--- config.mk ---
export PLATFORM = sky130hd
export DESIGN_NAME = sisb_bank
export DESIGN_NICKNAME = d
export VERILOG_FILES = /design/src/hdl/sisb_pkg.sv /design/src/hdl/sisb_sync.sv /design/src/hdl/sisb_bank.sv
export SDC_FILE = /design/constraint.sdc
export NUM_CORES = 1
export LEC_CHECK = 0
export BUFFER_PORTS_ARGS = -buffer_cell sky130_fd_sc_hd__buf_2
export CORE_ASPECT_RATIO = 0.75
export CORE_MARGIN = 4
export CORE_UTILIZATION = 46
export CTS_CLUSTER_SIZE = 40
export DETAILED_ROUTE_END_ITERATION = 12
export PLACE_DENSITY_LB_ADDON = 0.1
export REMOVE_ABC_BUFFERS = 1
export SLEW_MARGIN = 20
export SYNTH_ARGS = -nofsm -noshare
export SYNTH_HDL_FRONTEND = slang
export SYNTH_SLANG_ARGS = --single-unit
export TNS_END_PERCENT = 100
--- constraint.sdc ---
create_clock -name clk_sys -period 1.9 [get_ports clk_sys]
set_clock_uncertainty 0.1 [all_clocks]
set_input_delay 0.19 -clock clk_sys [delete_from_list [all_inputs] [get_ports clk_sys]]
set_output_delay 0.19 -clock clk_sys [all_outputs]
set_load 0.01 [all_outputs]
--- src/hdl/sisb_pkg.sv ---
// sisb_pkg: constants for the sense and identification status bank.
// assumes 24-bit register words addressed by a 6-bit register index.
package sisb_pkg;
    localparam int unsigned SISB_DATA_W = 24;
    localparam int unsigned SISB_ADDR_W = 6;
    localparam int unsigned SISB_SYNC_STAGES = 2;

    // register indices
    localparam logic [5:0] SISB_EVENT_SENSE_IDX = 6'h05;
    localparam logic [5:0] SISB_PWRUP_MODE_IDX = 6'h06;
    localparam logic [5:0] SISB_CHIP_ID_IDX = 6'h07;
    localparam logic [5:0] SISB_UNUSED_IDX = 6'h08;

    // event sense word bit positions
    localparam int unsigned SISB_BTN3_BIT = 2;
    localparam int unsigned SISB_BTN1_BIT = 3;
    localparam int unsigned SISB_BTN2_BIT = 4;
    localparam int unsigned SISB_LPB_BIT = 11;
    localparam int unsigned SISB_THLO_BIT = 12;
    localparam int unsigned SISB_THHI_BIT = 13;
    localparam int unsigned SISB_CLKSRC_BIT = 14;
    localparam int unsigned SISB_BATTRM_BIT = 22;

    // power-up mode word bit positions
    localparam int unsigned SISB_MODE0_BIT = 0;
    localparam int unsigned SISB_MODE1_BIT = 1;
    localparam int unsigned SISB_SEL1_BIT = 2;
    localparam int unsigned SISB_PWRST_BIT = 3;
    localparam int unsigned SISB_SEL2_BIT = 4;
    localparam int unsigned SISB_SLOWCLK_BIT = 5;
    localparam int unsigned SISB_CHGPATH_BIT = 9;
    localparam int unsigned SISB_WALLCHG_BIT = 10;

    // identification word field positions
    localparam int unsigned SISB_REV_LSB = 0;
    localparam int unsigned SISB_GEN_LSB = 6;
    localparam int unsigned SISB_FIN_LSB = 9;
    localparam int unsigned SISB_FAB_LSB = 11;
    localparam int unsigned SISB_PART_LSB = 13;

    // value after reset of the read data port
    localparam logic [23:0] SISB_RDATA_RESET = 24'h00_0000;
endpackage

--- src/hdl/sisb_sync.sv ---
// sisb_sync: two-flop synchroniser for a vector of asynchronous levels.
// assumes inputs are quasi-static levels from analog detectors.
`timescale 1ns/100ps
module sisb_sync #(
    parameter int unsigned WIDTH = 1
) (
    input wire logic clk_sys,
    input wire logic rst,
    input wire logic [WIDTH-1:0] async_in,
    output logic [WIDTH-1:0] sync_out
);
    typedef struct packed {
        logic [WIDTH-1:0] meta;
        logic [WIDTH-1:0] stable;
    } sisb_sync_s;

    sisb_sync_s st;
    sisb_sync_s next_st;

    // elaboration check: an empty vector cannot be synchronised
    if (WIDTH < 1) begin : g_bad_width
        $error("sisb_sync: WIDTH must be at least 1");
    end

    // first stage feeds only the second stage
    always_comb begin
        next_st = st;
        next_st.meta = async_in;
        next_st.stable = st.meta;
    end

    always_ff @(posedge clk_sys or posedge rst) begin
        if (rst) begin
            st <= '0;
        end else begin
            st <= next_st;
        end
    end

    assign sync_out = st.stable;
endmodule

--- src/hdl/sisb_bank.sv ---
// sisb_bank: read-only sense, power-up mode and identification words.
// assumes a serial control port front end presents a register index,
// a read strobe and a write strobe, all on clk_sys.
//
// Operation
// low-power boot sense at event bit 11
// battery removed sense live at bit 22
// charger path config latched at bit 9
// charger path bit refreshed only on enable
// register 6 holds mode decode, pin states
// register 7 revision, generation, fin, fab fields
// part code bits 13-18, upper bits zero
// register 8 reads all zero
// writes to these words are ignored
`timescale 1ns/100ps
module sisb_bank
    import sisb_pkg::*;
#(
    parameter logic [4:0] REVISION = 5'h01, // arbitrary value
    parameter logic [2:0] GENERATION = 3'h2, // arbitrary value
    parameter logic [1:0] FIN = 2'h0, // arbitrary value
    parameter logic [1:0] FAB = 2'h0, // arbitrary value
    parameter logic [5:0] PART_CODE = 6'h05 // arbitrary value
) (
    input wire logic clk_sys,
    input wire logic rst,
    input wire logic [sisb_pkg::SISB_ADDR_W-1:0] reg_index,
    input wire logic reg_read,
    input wire logic reg_write,
    input wire logic [sisb_pkg::SISB_DATA_W-1:0] reg_wdata,
    output logic [sisb_pkg::SISB_DATA_W-1:0] reg_rdata,
    output logic reg_rvalid,
    input wire logic button1_sense,
    input wire logic button2_sense,
    input wire logic button3_sense,
    input wire logic lowpower_boot_sense,
    input wire logic thermal_low_sense,
    input wire logic thermal_high_sense,
    input wire logic clock_source_sense,
    input wire logic battery_removed_sense,
    input wire logic mode_decode_bit0,
    input wire logic mode_decode_bit1,
    input wire logic select1_state,
    input wire logic power_state_bit,
    input wire logic select2_state,
    input wire logic slow_clock_forced_on_state,
    input wire logic charger_path_config_sense,
    input wire logic wall_charger_sense,
    input wire logic charger_enabled
);
    import sisb_pkg::*;

    localparam int unsigned NSENSE = 17;

    typedef struct packed {
        logic [SISB_DATA_W-1:0] rdata;
        logic rvalid;
        logic chg_en_prev;
        logic chgpath_latched;
    } sisb_bank_s;

    sisb_bank_s st;
    sisb_bank_s next_st;
    logic [NSENSE-1:0] raw_in;
    logic [NSENSE-1:0] s;
    logic [SISB_DATA_W-1:0] event_word;
    logic [SISB_DATA_W-1:0] mode_word;
    logic [SISB_DATA_W-1:0] id_word;
    logic chg_en_rise;

    // elaboration checks: the word layout, the register index width and
    // the two-flop synchroniser are built into the logic below
    if (SISB_DATA_W != 24) begin : g_bad_width
        $error("sisb_bank: register words must be 24 bits");
    end
    if (SISB_ADDR_W != 6) begin : g_bad_index
        $error("sisb_bank: register index must be 6 bits");
    end
    if (SISB_SYNC_STAGES != 2) begin : g_bad_sync
        $error("sisb_bank: synchroniser must have two stages");
    end

    // place a single bit at a position in a register word
    function automatic logic [SISB_DATA_W-1:0] put_bit(
        input logic v,
        input int unsigned pos
    );
        logic [SISB_DATA_W-1:0] w;
        w = '0;
        w[pos] = v;
        return w;
    endfunction

    // gather the detector levels for synchronising
    // the bit order here fixes the s[] indices used below
    assign raw_in = {charger_enabled, wall_charger_sense,
        charger_path_config_sense, slow_clock_forced_on_state,
        select2_state, power_state_bit, select1_state,
        mode_decode_bit1, mode_decode_bit0, battery_removed_sense,
        clock_source_sense, thermal_high_sense, thermal_low_sense,
        lowpower_boot_sense, button3_sense, button2_sense,
        button1_sense};

    // every detector level crosses into clk_sys through two flops
    sisb_sync #(
        .WIDTH(NSENSE)
    ) u_sync (
        .clk_sys(clk_sys),
        .rst(rst),
        .async_in(raw_in),
        .sync_out(s)
    );

    // charger enable edge: enable and path sense pass the same two flops,
    // so the path value seen at the edge is the one that stood as the
    // charger came on
    assign chg_en_rise = s[16] & ~st.chg_en_prev;

    // event sense word: live levels, unused bits zero
    always_comb begin
        event_word = put_bit(s[2], SISB_BTN3_BIT)
            | put_bit(s[0], SISB_BTN1_BIT)
            | put_bit(s[1], SISB_BTN2_BIT)
            | put_bit(s[3], SISB_LPB_BIT)
            | put_bit(s[4], SISB_THLO_BIT)
            | put_bit(s[5], SISB_THHI_BIT)
            | put_bit(s[6], SISB_CLKSRC_BIT)
            | put_bit(s[7], SISB_BATTRM_BIT);
    end

    // power-up mode word: decode, pin states, latched charger path
    always_comb begin
        mode_word = put_bit(s[8], SISB_MODE0_BIT)
            | put_bit(s[9], SISB_MODE1_BIT)
            | put_bit(s[10], SISB_SEL1_BIT)
            | put_bit(s[11], SISB_PWRST_BIT)
            | put_bit(s[12], SISB_SEL2_BIT)
            | put_bit(s[13], SISB_SLOWCLK_BIT)
            | put_bit(st.chgpath_latched, SISB_CHGPATH_BIT)
            | put_bit(s[15], SISB_WALLCHG_BIT);
    end

    // identification word from fixed codes, bits 19-23 zero
    always_comb begin
        id_word = '0;
        id_word[SISB_REV_LSB +: 5] = REVISION;
        id_word[SISB_GEN_LSB +: 3] = GENERATION;
        id_word[SISB_FIN_LSB +: 2] = FIN;
        id_word[SISB_FAB_LSB +: 2] = FAB;
        id_word[SISB_PART_LSB +: 6] = PART_CODE;
    end

    // next state: read mux, charger path latch
    // rdata holds between reads so a slow host may fetch it late;
    // rvalid is a one-cycle marker of a fresh answer
    always_comb begin
        next_st = st;
        next_st.chg_en_prev = s[16];
        next_st.rvalid = reg_read;
        if (chg_en_rise) begin
            next_st.chgpath_latched = s[14];
        end
        // writes never reach any field of these words, see
        if (reg_read) begin
            case (reg_index)
                SISB_EVENT_SENSE_IDX: next_st.rdata = event_word;
                SISB_PWRUP_MODE_IDX: next_st.rdata = mode_word;
                SISB_CHIP_ID_IDX: next_st.rdata = id_word;
                SISB_UNUSED_IDX: next_st.rdata = '0;
                default: next_st.rdata = '0;
            endcase
        end
    end

    // state register; the read port, the enable history and the charger latch all reset
    always_ff @(posedge clk_sys or posedge rst) begin
        if (rst) begin
            st.rdata <= SISB_RDATA_RESET;
            st.rvalid <= 1'b0;
            st.chg_en_prev <= 1'b0;
            st.chgpath_latched <= 1'b0;
        end else begin
            st <= next_st;
        end
    end

    // outputs come straight from the state register
    assign reg_rdata = st.rdata;
    assign reg_rvalid = st.rvalid;

    // assertions: a read taken at one edge is answered at the next, so
    // each sense check holds the answer against the levels sampled one edge back

    // low-power boot sense appears live in the event word
    a_lpb_follows: assert property (
        @(posedge clk_sys) disable iff (rst)
        reg_read && reg_index == SISB_EVENT_SENSE_IDX |=>
        reg_rdata[SISB_LPB_BIT] == $past(s[3]))
        else $error("low-power boot bit does not follow sense");

    // battery removal sense appears live in the event word
    a_batt_follows: assert property (
        @(posedge clk_sys) disable iff (rst)
        reg_read && reg_index == SISB_EVENT_SENSE_IDX |=>
        reg_rdata[SISB_BATTRM_BIT] == $past(s[7]))
        else $error("battery removed bit does not follow sense");

    // button levels sit at bits 2 to 4 of the event word
    a_buttons_follow: assert property (
        @(posedge clk_sys) disable iff (rst)
        reg_read && reg_index == SISB_EVENT_SENSE_IDX |=>
        reg_rdata[4:2] == {$past(s[1]), $past(s[0]), $past(s[2])})
        else $error("button sense bits wrong");

    // thermal and clock source levels sit at bits 12 to 14
    a_thermal_follow: assert property (
        @(posedge clk_sys) disable iff (rst)
        reg_read && reg_index == SISB_EVENT_SENSE_IDX |=>
        reg_rdata[14:12] == $past(s[6:4]))
        else $error("thermal or clock source bits wrong");

    // event bits with no detector behind them read zero
    a_event_spare: assert property (
        @(posedge clk_sys) disable iff (rst)
        reg_read && reg_index == SISB_EVENT_SENSE_IDX |=>
        reg_rdata[1:0] == 2'h0 && reg_rdata[10:5] == 6'h00 &&
        reg_rdata[21:15] == 7'h00 && !reg_rdata[23])
        else $error("unused event bits not zero");

    // the latched charger path shows at its bit of the mode word
    a_chgpath_shown: assert property (
        @(posedge clk_sys) disable iff (rst)
        reg_read && reg_index == SISB_PWRUP_MODE_IDX |=>
        reg_rdata[SISB_CHGPATH_BIT] == $past(st.chgpath_latched))
        else $error("charger path bit not shown");

    // the latch only moves on a charger enable edge
    a_chgpath_hold: assert property (
        @(posedge clk_sys) disable iff (rst)
        !chg_en_rise |=> $stable(st.chgpath_latched))
        else $error("charger path bit changed without enable");

    // on an enable edge the latch takes the present path sense
    a_chgpath_latch: assert property (
        @(posedge clk_sys) disable iff (rst)
        chg_en_rise |=> st.chgpath_latched == $past(s[14]))
        else $error("charger path bit not refreshed on enable");

    // mode decode and power-up pin states in the low bits
    a_mode_pins: assert property (
        @(posedge clk_sys) disable iff (rst)
        reg_read && reg_index == SISB_PWRUP_MODE_IDX |=>
        reg_rdata[5:0] == $past(s[13:8]) &&
        reg_rdata[8:6] == 3'h0)
        else $error("mode word pin fields wrong");

    // wall charger sense at bit 10, everything above it zero
    a_mode_upper: assert property (
        @(posedge clk_sys) disable iff (rst)
        reg_read && reg_index == SISB_PWRUP_MODE_IDX |=>
        reg_rdata[10] == $past(s[15]) && reg_rdata[23:11] == 13'h0000)
        else $error("mode word upper bits wrong");

    // revision, generation, fin and fab fields
    a_id_fields: assert property (
        @(posedge clk_sys) disable iff (rst)
        reg_read && reg_index == SISB_CHIP_ID_IDX |=>
        reg_rdata[12:0] == {FAB, FIN, GENERATION, 1'b0, REVISION})
        else $error("identification fields wrong");

    // part code and zero upper bits
    a_id_code: assert property (
        @(posedge clk_sys) disable iff (rst)
        reg_read && reg_index == SISB_CHIP_ID_IDX |=>
        reg_rdata[23:13] == {5'h00, PART_CODE})
        else $error("part code or upper bits wrong");

    // the unused word answers with zero
    a_unused_zero: assert property (
        @(posedge clk_sys) disable iff (rst)
        reg_read && reg_index == SISB_UNUSED_IDX |=>
        reg_rdata == 24'h00_0000 && reg_rvalid)
        else $error("unused word not zero");

    // indices outside the bank answer with zero
    a_unmapped_zero: assert property (
        @(posedge clk_sys) disable iff (rst)
        reg_read && (reg_index < SISB_EVENT_SENSE_IDX ||
        reg_index > SISB_UNUSED_IDX) |=> reg_rdata == 24'h00_0000)
        else $error("unmapped index not zero");

    // every read is answered at the next edge
    a_read_answer: assert property (
        @(posedge clk_sys) disable iff (rst)
        reg_read |=> reg_rvalid)
        else $error("read not answered in one cycle");

    // the valid marker drops after any cycle without a read
    a_rvalid_drop: assert property (
        @(posedge clk_sys) disable iff (rst)
        !reg_read |=> !reg_rvalid)
        else $error("read valid without a read");

    // a write leaves the read data alone
    a_write_ignored: assert property (
        @(posedge clk_sys) disable iff (rst)
        reg_write && !reg_read |=> $stable(reg_rdata))
        else $error("write disturbed read data");

    // a write draws no answer
    a_write_silent: assert property (
        @(posedge clk_sys) disable iff (rst)
        reg_write && !reg_read |=> !reg_rvalid)
        else $error("write produced a read valid");
endmodule

Yosys cells after proc, flatten, opt, wreduce, memory -nomap -nowiden. Index checks and enable logic that the tools add are counted.

Register bits: 61. Bits in latches: 0. RAM bits: 0. Bits in read-only memories: 0. Bits of input ports: 51. Logic and storage cells: 26. Memories: 0.

$add $sub $neg: 0. $mul: 0. Div/mod/pow operators: 0. $lt $le $gt $ge: 0. Equality and inequality tests: 3. Shift-type cells: 0. Muxes and demuxes: 1. Bitwise gates (word level): 16. Reduce and logical (&&, ||, !) cells: 0.

Operators by type and width (number): $pmux W23 S3 (1); $or A15 B23 Y23 (1); $eq A6 B3 Y1 const B (3); $or A14 B15 Y15 (1); $or A13 B14 Y14 (1); $or A12 B13 Y13 (1); $or A5 B12 Y12 (1); $or A10 B11 Y11 (1); $or A4 B5 Y5 (2); $or A6 B10 Y10 (1); $or A3 B4 Y4 (2); $or A5 B6 Y6 (1); $or A2 B3 Y3 (1); $or A1 B2 Y2 (1); $and A1 B1 Y1 (1); $not A1 Y1 (1).

Logic depth before layout (Yosys ltp).
Depth after elaboration: 8. Mapped depth: 3.

Cells and area by module. A second synthesis with hierarchy kept.

Cells, all modules: 130. Area, all modules: 1814.2 um^2.

By module, submodules not included: sisb_bank (times used 1, cells each 95, area an instance 959.7 um^2, sequential area each 425.4 um^2); sisb_sync (times used 1, cells each 35, area an instance 854.6 um^2, sequential area each 850.8 um^2).

Worst setup path after synthesis. Ideal clock, no wire load.

Path kind: input port to flip-flop. From: input port reg_index[5] in the netlist's numbering. To: register st (netlist bit reg_rdata[11]). Data arrival time: 0.947 ns. Data required time: 1.736 ns. Setup slack: 0.788 ns. Stages: 3. Buffers on the path: 0. Cells stage by stage: nor4b_4 > and4b_4 > a22o_2.

Word-level cells in the longest chain between the ends: 2.

Ends and longest elaborated chain: from (decl) (RTL line sisb_bank.sv:27) `input wire logic [sisb_pkg::SISB_ADDR_W-1:0] reg_index,`; $eq A6 B3 Y1 (RTL line sisb_bank.sv:165) `case (reg_index)`; $pmux W23 S3 * (RTL line sisb_bank.sv:165); to (signal assigned) (RTL line sisb_bank.sv:183) `st <= next_st;`; to (decl) (RTL line sisb_bank.sv:62) `sisb_bank_s st;`.

Every way passes the cells marked *; elsewhere a longest branch is shown, timed or not. A chain may end at the register's enable or synchronous reset.

Worst setup path in the final report.
From: register st (netlist bit reg_rdata[4]). To: output port reg_rdata[4] in the netlist's numbering.

RTL lines: to (decl) (RTL line sisb_bank.sv:31) `output logic [sisb_pkg::SISB_DATA_W-1:0] reg_rdata,`.

No word-level cell between the ends.

==> impl_metrics.env <==
export IMPL_outcome="finished clean"
export IMPL_slowest_delay_ns=0.41
export IMPL_worstPathArrival_ns=0.86
export IMPL_synth_edf_count=0
export IMPL_tightest_slew_ns=0.509
export IMPL_holdPathStages=1
export IMPL_crit_chain="buf_2"
export IMPL_vias=971
export IMPL_diodes=0
export IMPL_finalHoldViolCount=0
export IMPL_worst_endpoint_required_ns=1.61
export IMPL_cts_sinks=51
export IMPL_path_delay_family="flip-flops"
export IMPL_reg2reg_depth=2
export IMPL_grt_pass1_vias=944
export IMPL_swShare_pct=22.1
export IMPL_synthesis_area_sq_mm=0.00174
export IMPL_comb_power_share_pct=6.8
export IMPL_cts_root_buf="clkbuf_8"
export IMPL_path_class="reg -> out"
export IMPL_clock_latency_ns=0.29
export IMPL_hold_class="in -> reg"
export IMPL_post_cts_buffers=0
export IMPL_startpoint_type="flip-flop"
export IMPL_final_common_cell="dfrtp_1"
export IMPL_seqPwrFrac_pct=61.7
export IMPL_htreeDepth=2
export IMPL_yosysUniqueCellTypes=16
export IMPL_fmax_ghz=0.873
export IMPL_drv_cap=0
export IMPL_portBuffers=41
export IMPL_finalSetupTns_ns=0
export IMPL_avgViaCountPerCell=4.47
export IMPL_whs_ns=0.0407
export IMPL_min_period_ns=1.15
export IMPL_r2r_end="st[0]$_DFFE_PP0P_"
export IMPL_setup_viol=0
export IMPL_relSlewSlack_pct=66.0
export IMPL_layout_common_cells="dfrtp_1, buf_2, dlygate4sd3_1, conb_1, o2bb2ai_1"
export IMPL_maxSlewViolCount=0
export IMPL_gr_total_overflow=0
export IMPL_rsz0062_at_grt="false"
export IMPL_synth_area_per_cell_sq_um=15.1
export IMPL_cts_buffers=5
export IMPL_antenna_found_initial=0
export IMPL_gr_usage_all_layers_pct=12.5
export IMPL_whs_endpoint="reg_rvalid$_DFF_PP0_"
export IMPL_clock_power_share_pct=31.6
export IMPL_grt_max_degree=30
export IMPL_syn2layout_area_growth_pct=22.8
export IMPL_cts_buffer_depth=2
export IMPL_place_gp_congestion=0.673
export IMPL_drt_initial_drc_count=48
export IMPL_yosys_most_used_dff="dfrtp_1"
export IMPL_ys_ff_latch=51
export IMPL_die_w_microns=79
export IMPL_path_buf_inv=1
export IMPL_switchingPower_uw=409
export IMPL_rows=19
export IMPL_cts_tree="done"
export IMPL_synth_cells=115
export IMPL_first_pass_iters=2
export IMPL_wl_per_cell_microns=12.3
export IMPL_final_net_count=215
export IMPL_cp_end_kind="primary output"
export IMPL_ys_warn_count=0
export IMPL_core_sq_mm=0.00366
export IMPL_crit_path_top_delay_cell="dfrtp_1"
export IMPL_antenna_left=0
export IMPL_die_area_sq_mm=0.00484
export IMPL_holdCritStartpoint="reg_read"
export IMPL_critPathMaxFanout=2
export IMPL_wl_mm=2.67
export IMPL_ff2ff_setup_slack_ns=0.88
export IMPL_dp_hpwl_mm=1.74
export IMPL_r2r_start="st[1]$_DFF_PP0_"
export IMPL_synth_seq_area_share_pct=73.4
export IMPL_grt_pass1_wl_mm=4.42
export IMPL_leakage_nw=1.05
export IMPL_async_flop_share_pct=100
export IMPL_powerDensity_mw_per_mm2=867
export IMPL_peakVddDrop_mv=0.588
export IMPL_start_util_pct=47.5
export IMPL_ios=76
export IMPL_drc_errors=0
export IMPL_clkTransAtPathRegs_ns=0.09
export IMPL_internal_power_mw=1.44
export IMPL_die_h_microns=61.3
export IMPL_layout_drive_gt1_share_pct=35.2
export IMPL_post_route_period_util_pct=60.3
## worst max-delay path by stage
stage	startpoint	slack, ns	depth (start not counted)	to
CTS	reg_rdata[4]$_DFFE_PP0P_	0.75	1	reg_rdata[4]
detailed placement	reg_index[5]	0.50	4	reg_rdata[22]$_DFFE_PP0P_
finish	reg_rdata[4]$_DFFE_PP0P_	0.75	1	reg_rdata[4]
global placement	reg_index[5]	0.55	4	reg_rdata[12]$_DFFE_PP0P_
global route	rst	0.69	4	u_sync.sync_out[2]$_DFF_PP0_
floorplan	rst	0.38	1	reg_rdata[0]$_DFFE_PP0P_
## timing repair
| action | 4_1_cts | 5_1_grt |
|---|---|---|
| hold endpoints to repair | 39 | 0 |
| hold buffers | 18 | 0 |
| gates resized for setup | 0 | 0 |
## power groups by stage
stage	Clock, mW	Combinational [mW]	Sequential [mW]
6_report	0.584	0.125	1.14
5_1_grt	0.645	0.142	1.15
4_1_cts	0.599	0.127	1.14
3_5_place_dp	0	0.0986	1.16
3_3_place_gp	0	0.0961	1.16
2_1_floorplan	0	0.0439	1.16
## cell families (layout without fill, tap and decap cells)
logic type      after synthesis  after routing  synth area share [%]
buf+inv                      31             73                  11.9
compound gates               19             19                  8.99
mux                           1              1                 0.647
simple gates                 12             12                  4.89
other cells                   1              9                 0.216
flops                        51             51                  73.4
## area by class of cell
class                           instances  area, sq um
Multi-Input combinational cell         41          287
Clock buffer                            5         68.8
Inverter                                5         18.8
Timing Repair Buffer                   60          405
Sequential cell                        51         1280
Fill cell                             305         1530
Clock inverter                          3         15.0
Tap cell                               52         65.1
## Yosys cell counts (2+ instances only)
| cell | number | area share (%) |
|---|---|---|
| o2bb2ai_1 | 7 | 3.5 |
| o2111ai_1 | 2 | 1.0 |
| dfrtp_1 | 51 | 73 |
| a22o_2 | 4 | 2.3 |
| inv_1 | 5 | 1.1 |
| a22oi_1 | 3 | 1.3 |
| clkbuf_1 | 2 | 0.43 |
| o21ai_0 | 3 | 0.86 |
| nand2_1 | 6 | 1.3 |
| buf_4 | 24 | 10 |
| nor2b_1 | 3 | 1.1 |
## per-stage QoR
stage          instances  util [%]  worst slack, ns  total power [mW]  instance area (sq um)
6_report             217      58.3            0.755              1.85                   2140
5_1_grt              217      58.3            0.687              1.93                   2140
4_1_cts              217      58.3            0.749              1.87                   2140
3_5_place_dp         191      51.1            0.499              1.26                   1870
3_3_place_gp         191      51.1            0.554              1.26                   1870
2_1_floorplan         97         -            0.380              1.21                   1580
## metal layers
metal | GRT usage (%) | vias up | wire (microns)
met5 | 0 | - | 0
met4 | 5.88 | 0 | 44
met3 | 4.68 | 8 | 253
met2 | 20.0 | 40 | 1260
met1 | 15.4 | 472 | 1110
li1 | - | 451 | -
## flip-flops by register name, summed over array words and instances (netlist names)
name	count
u_sync.next_st	17
u_sync.sync_out	17
reg_rdata	14
st	2
reg_rvalid	1
Power figures use the tool's default switching activity.
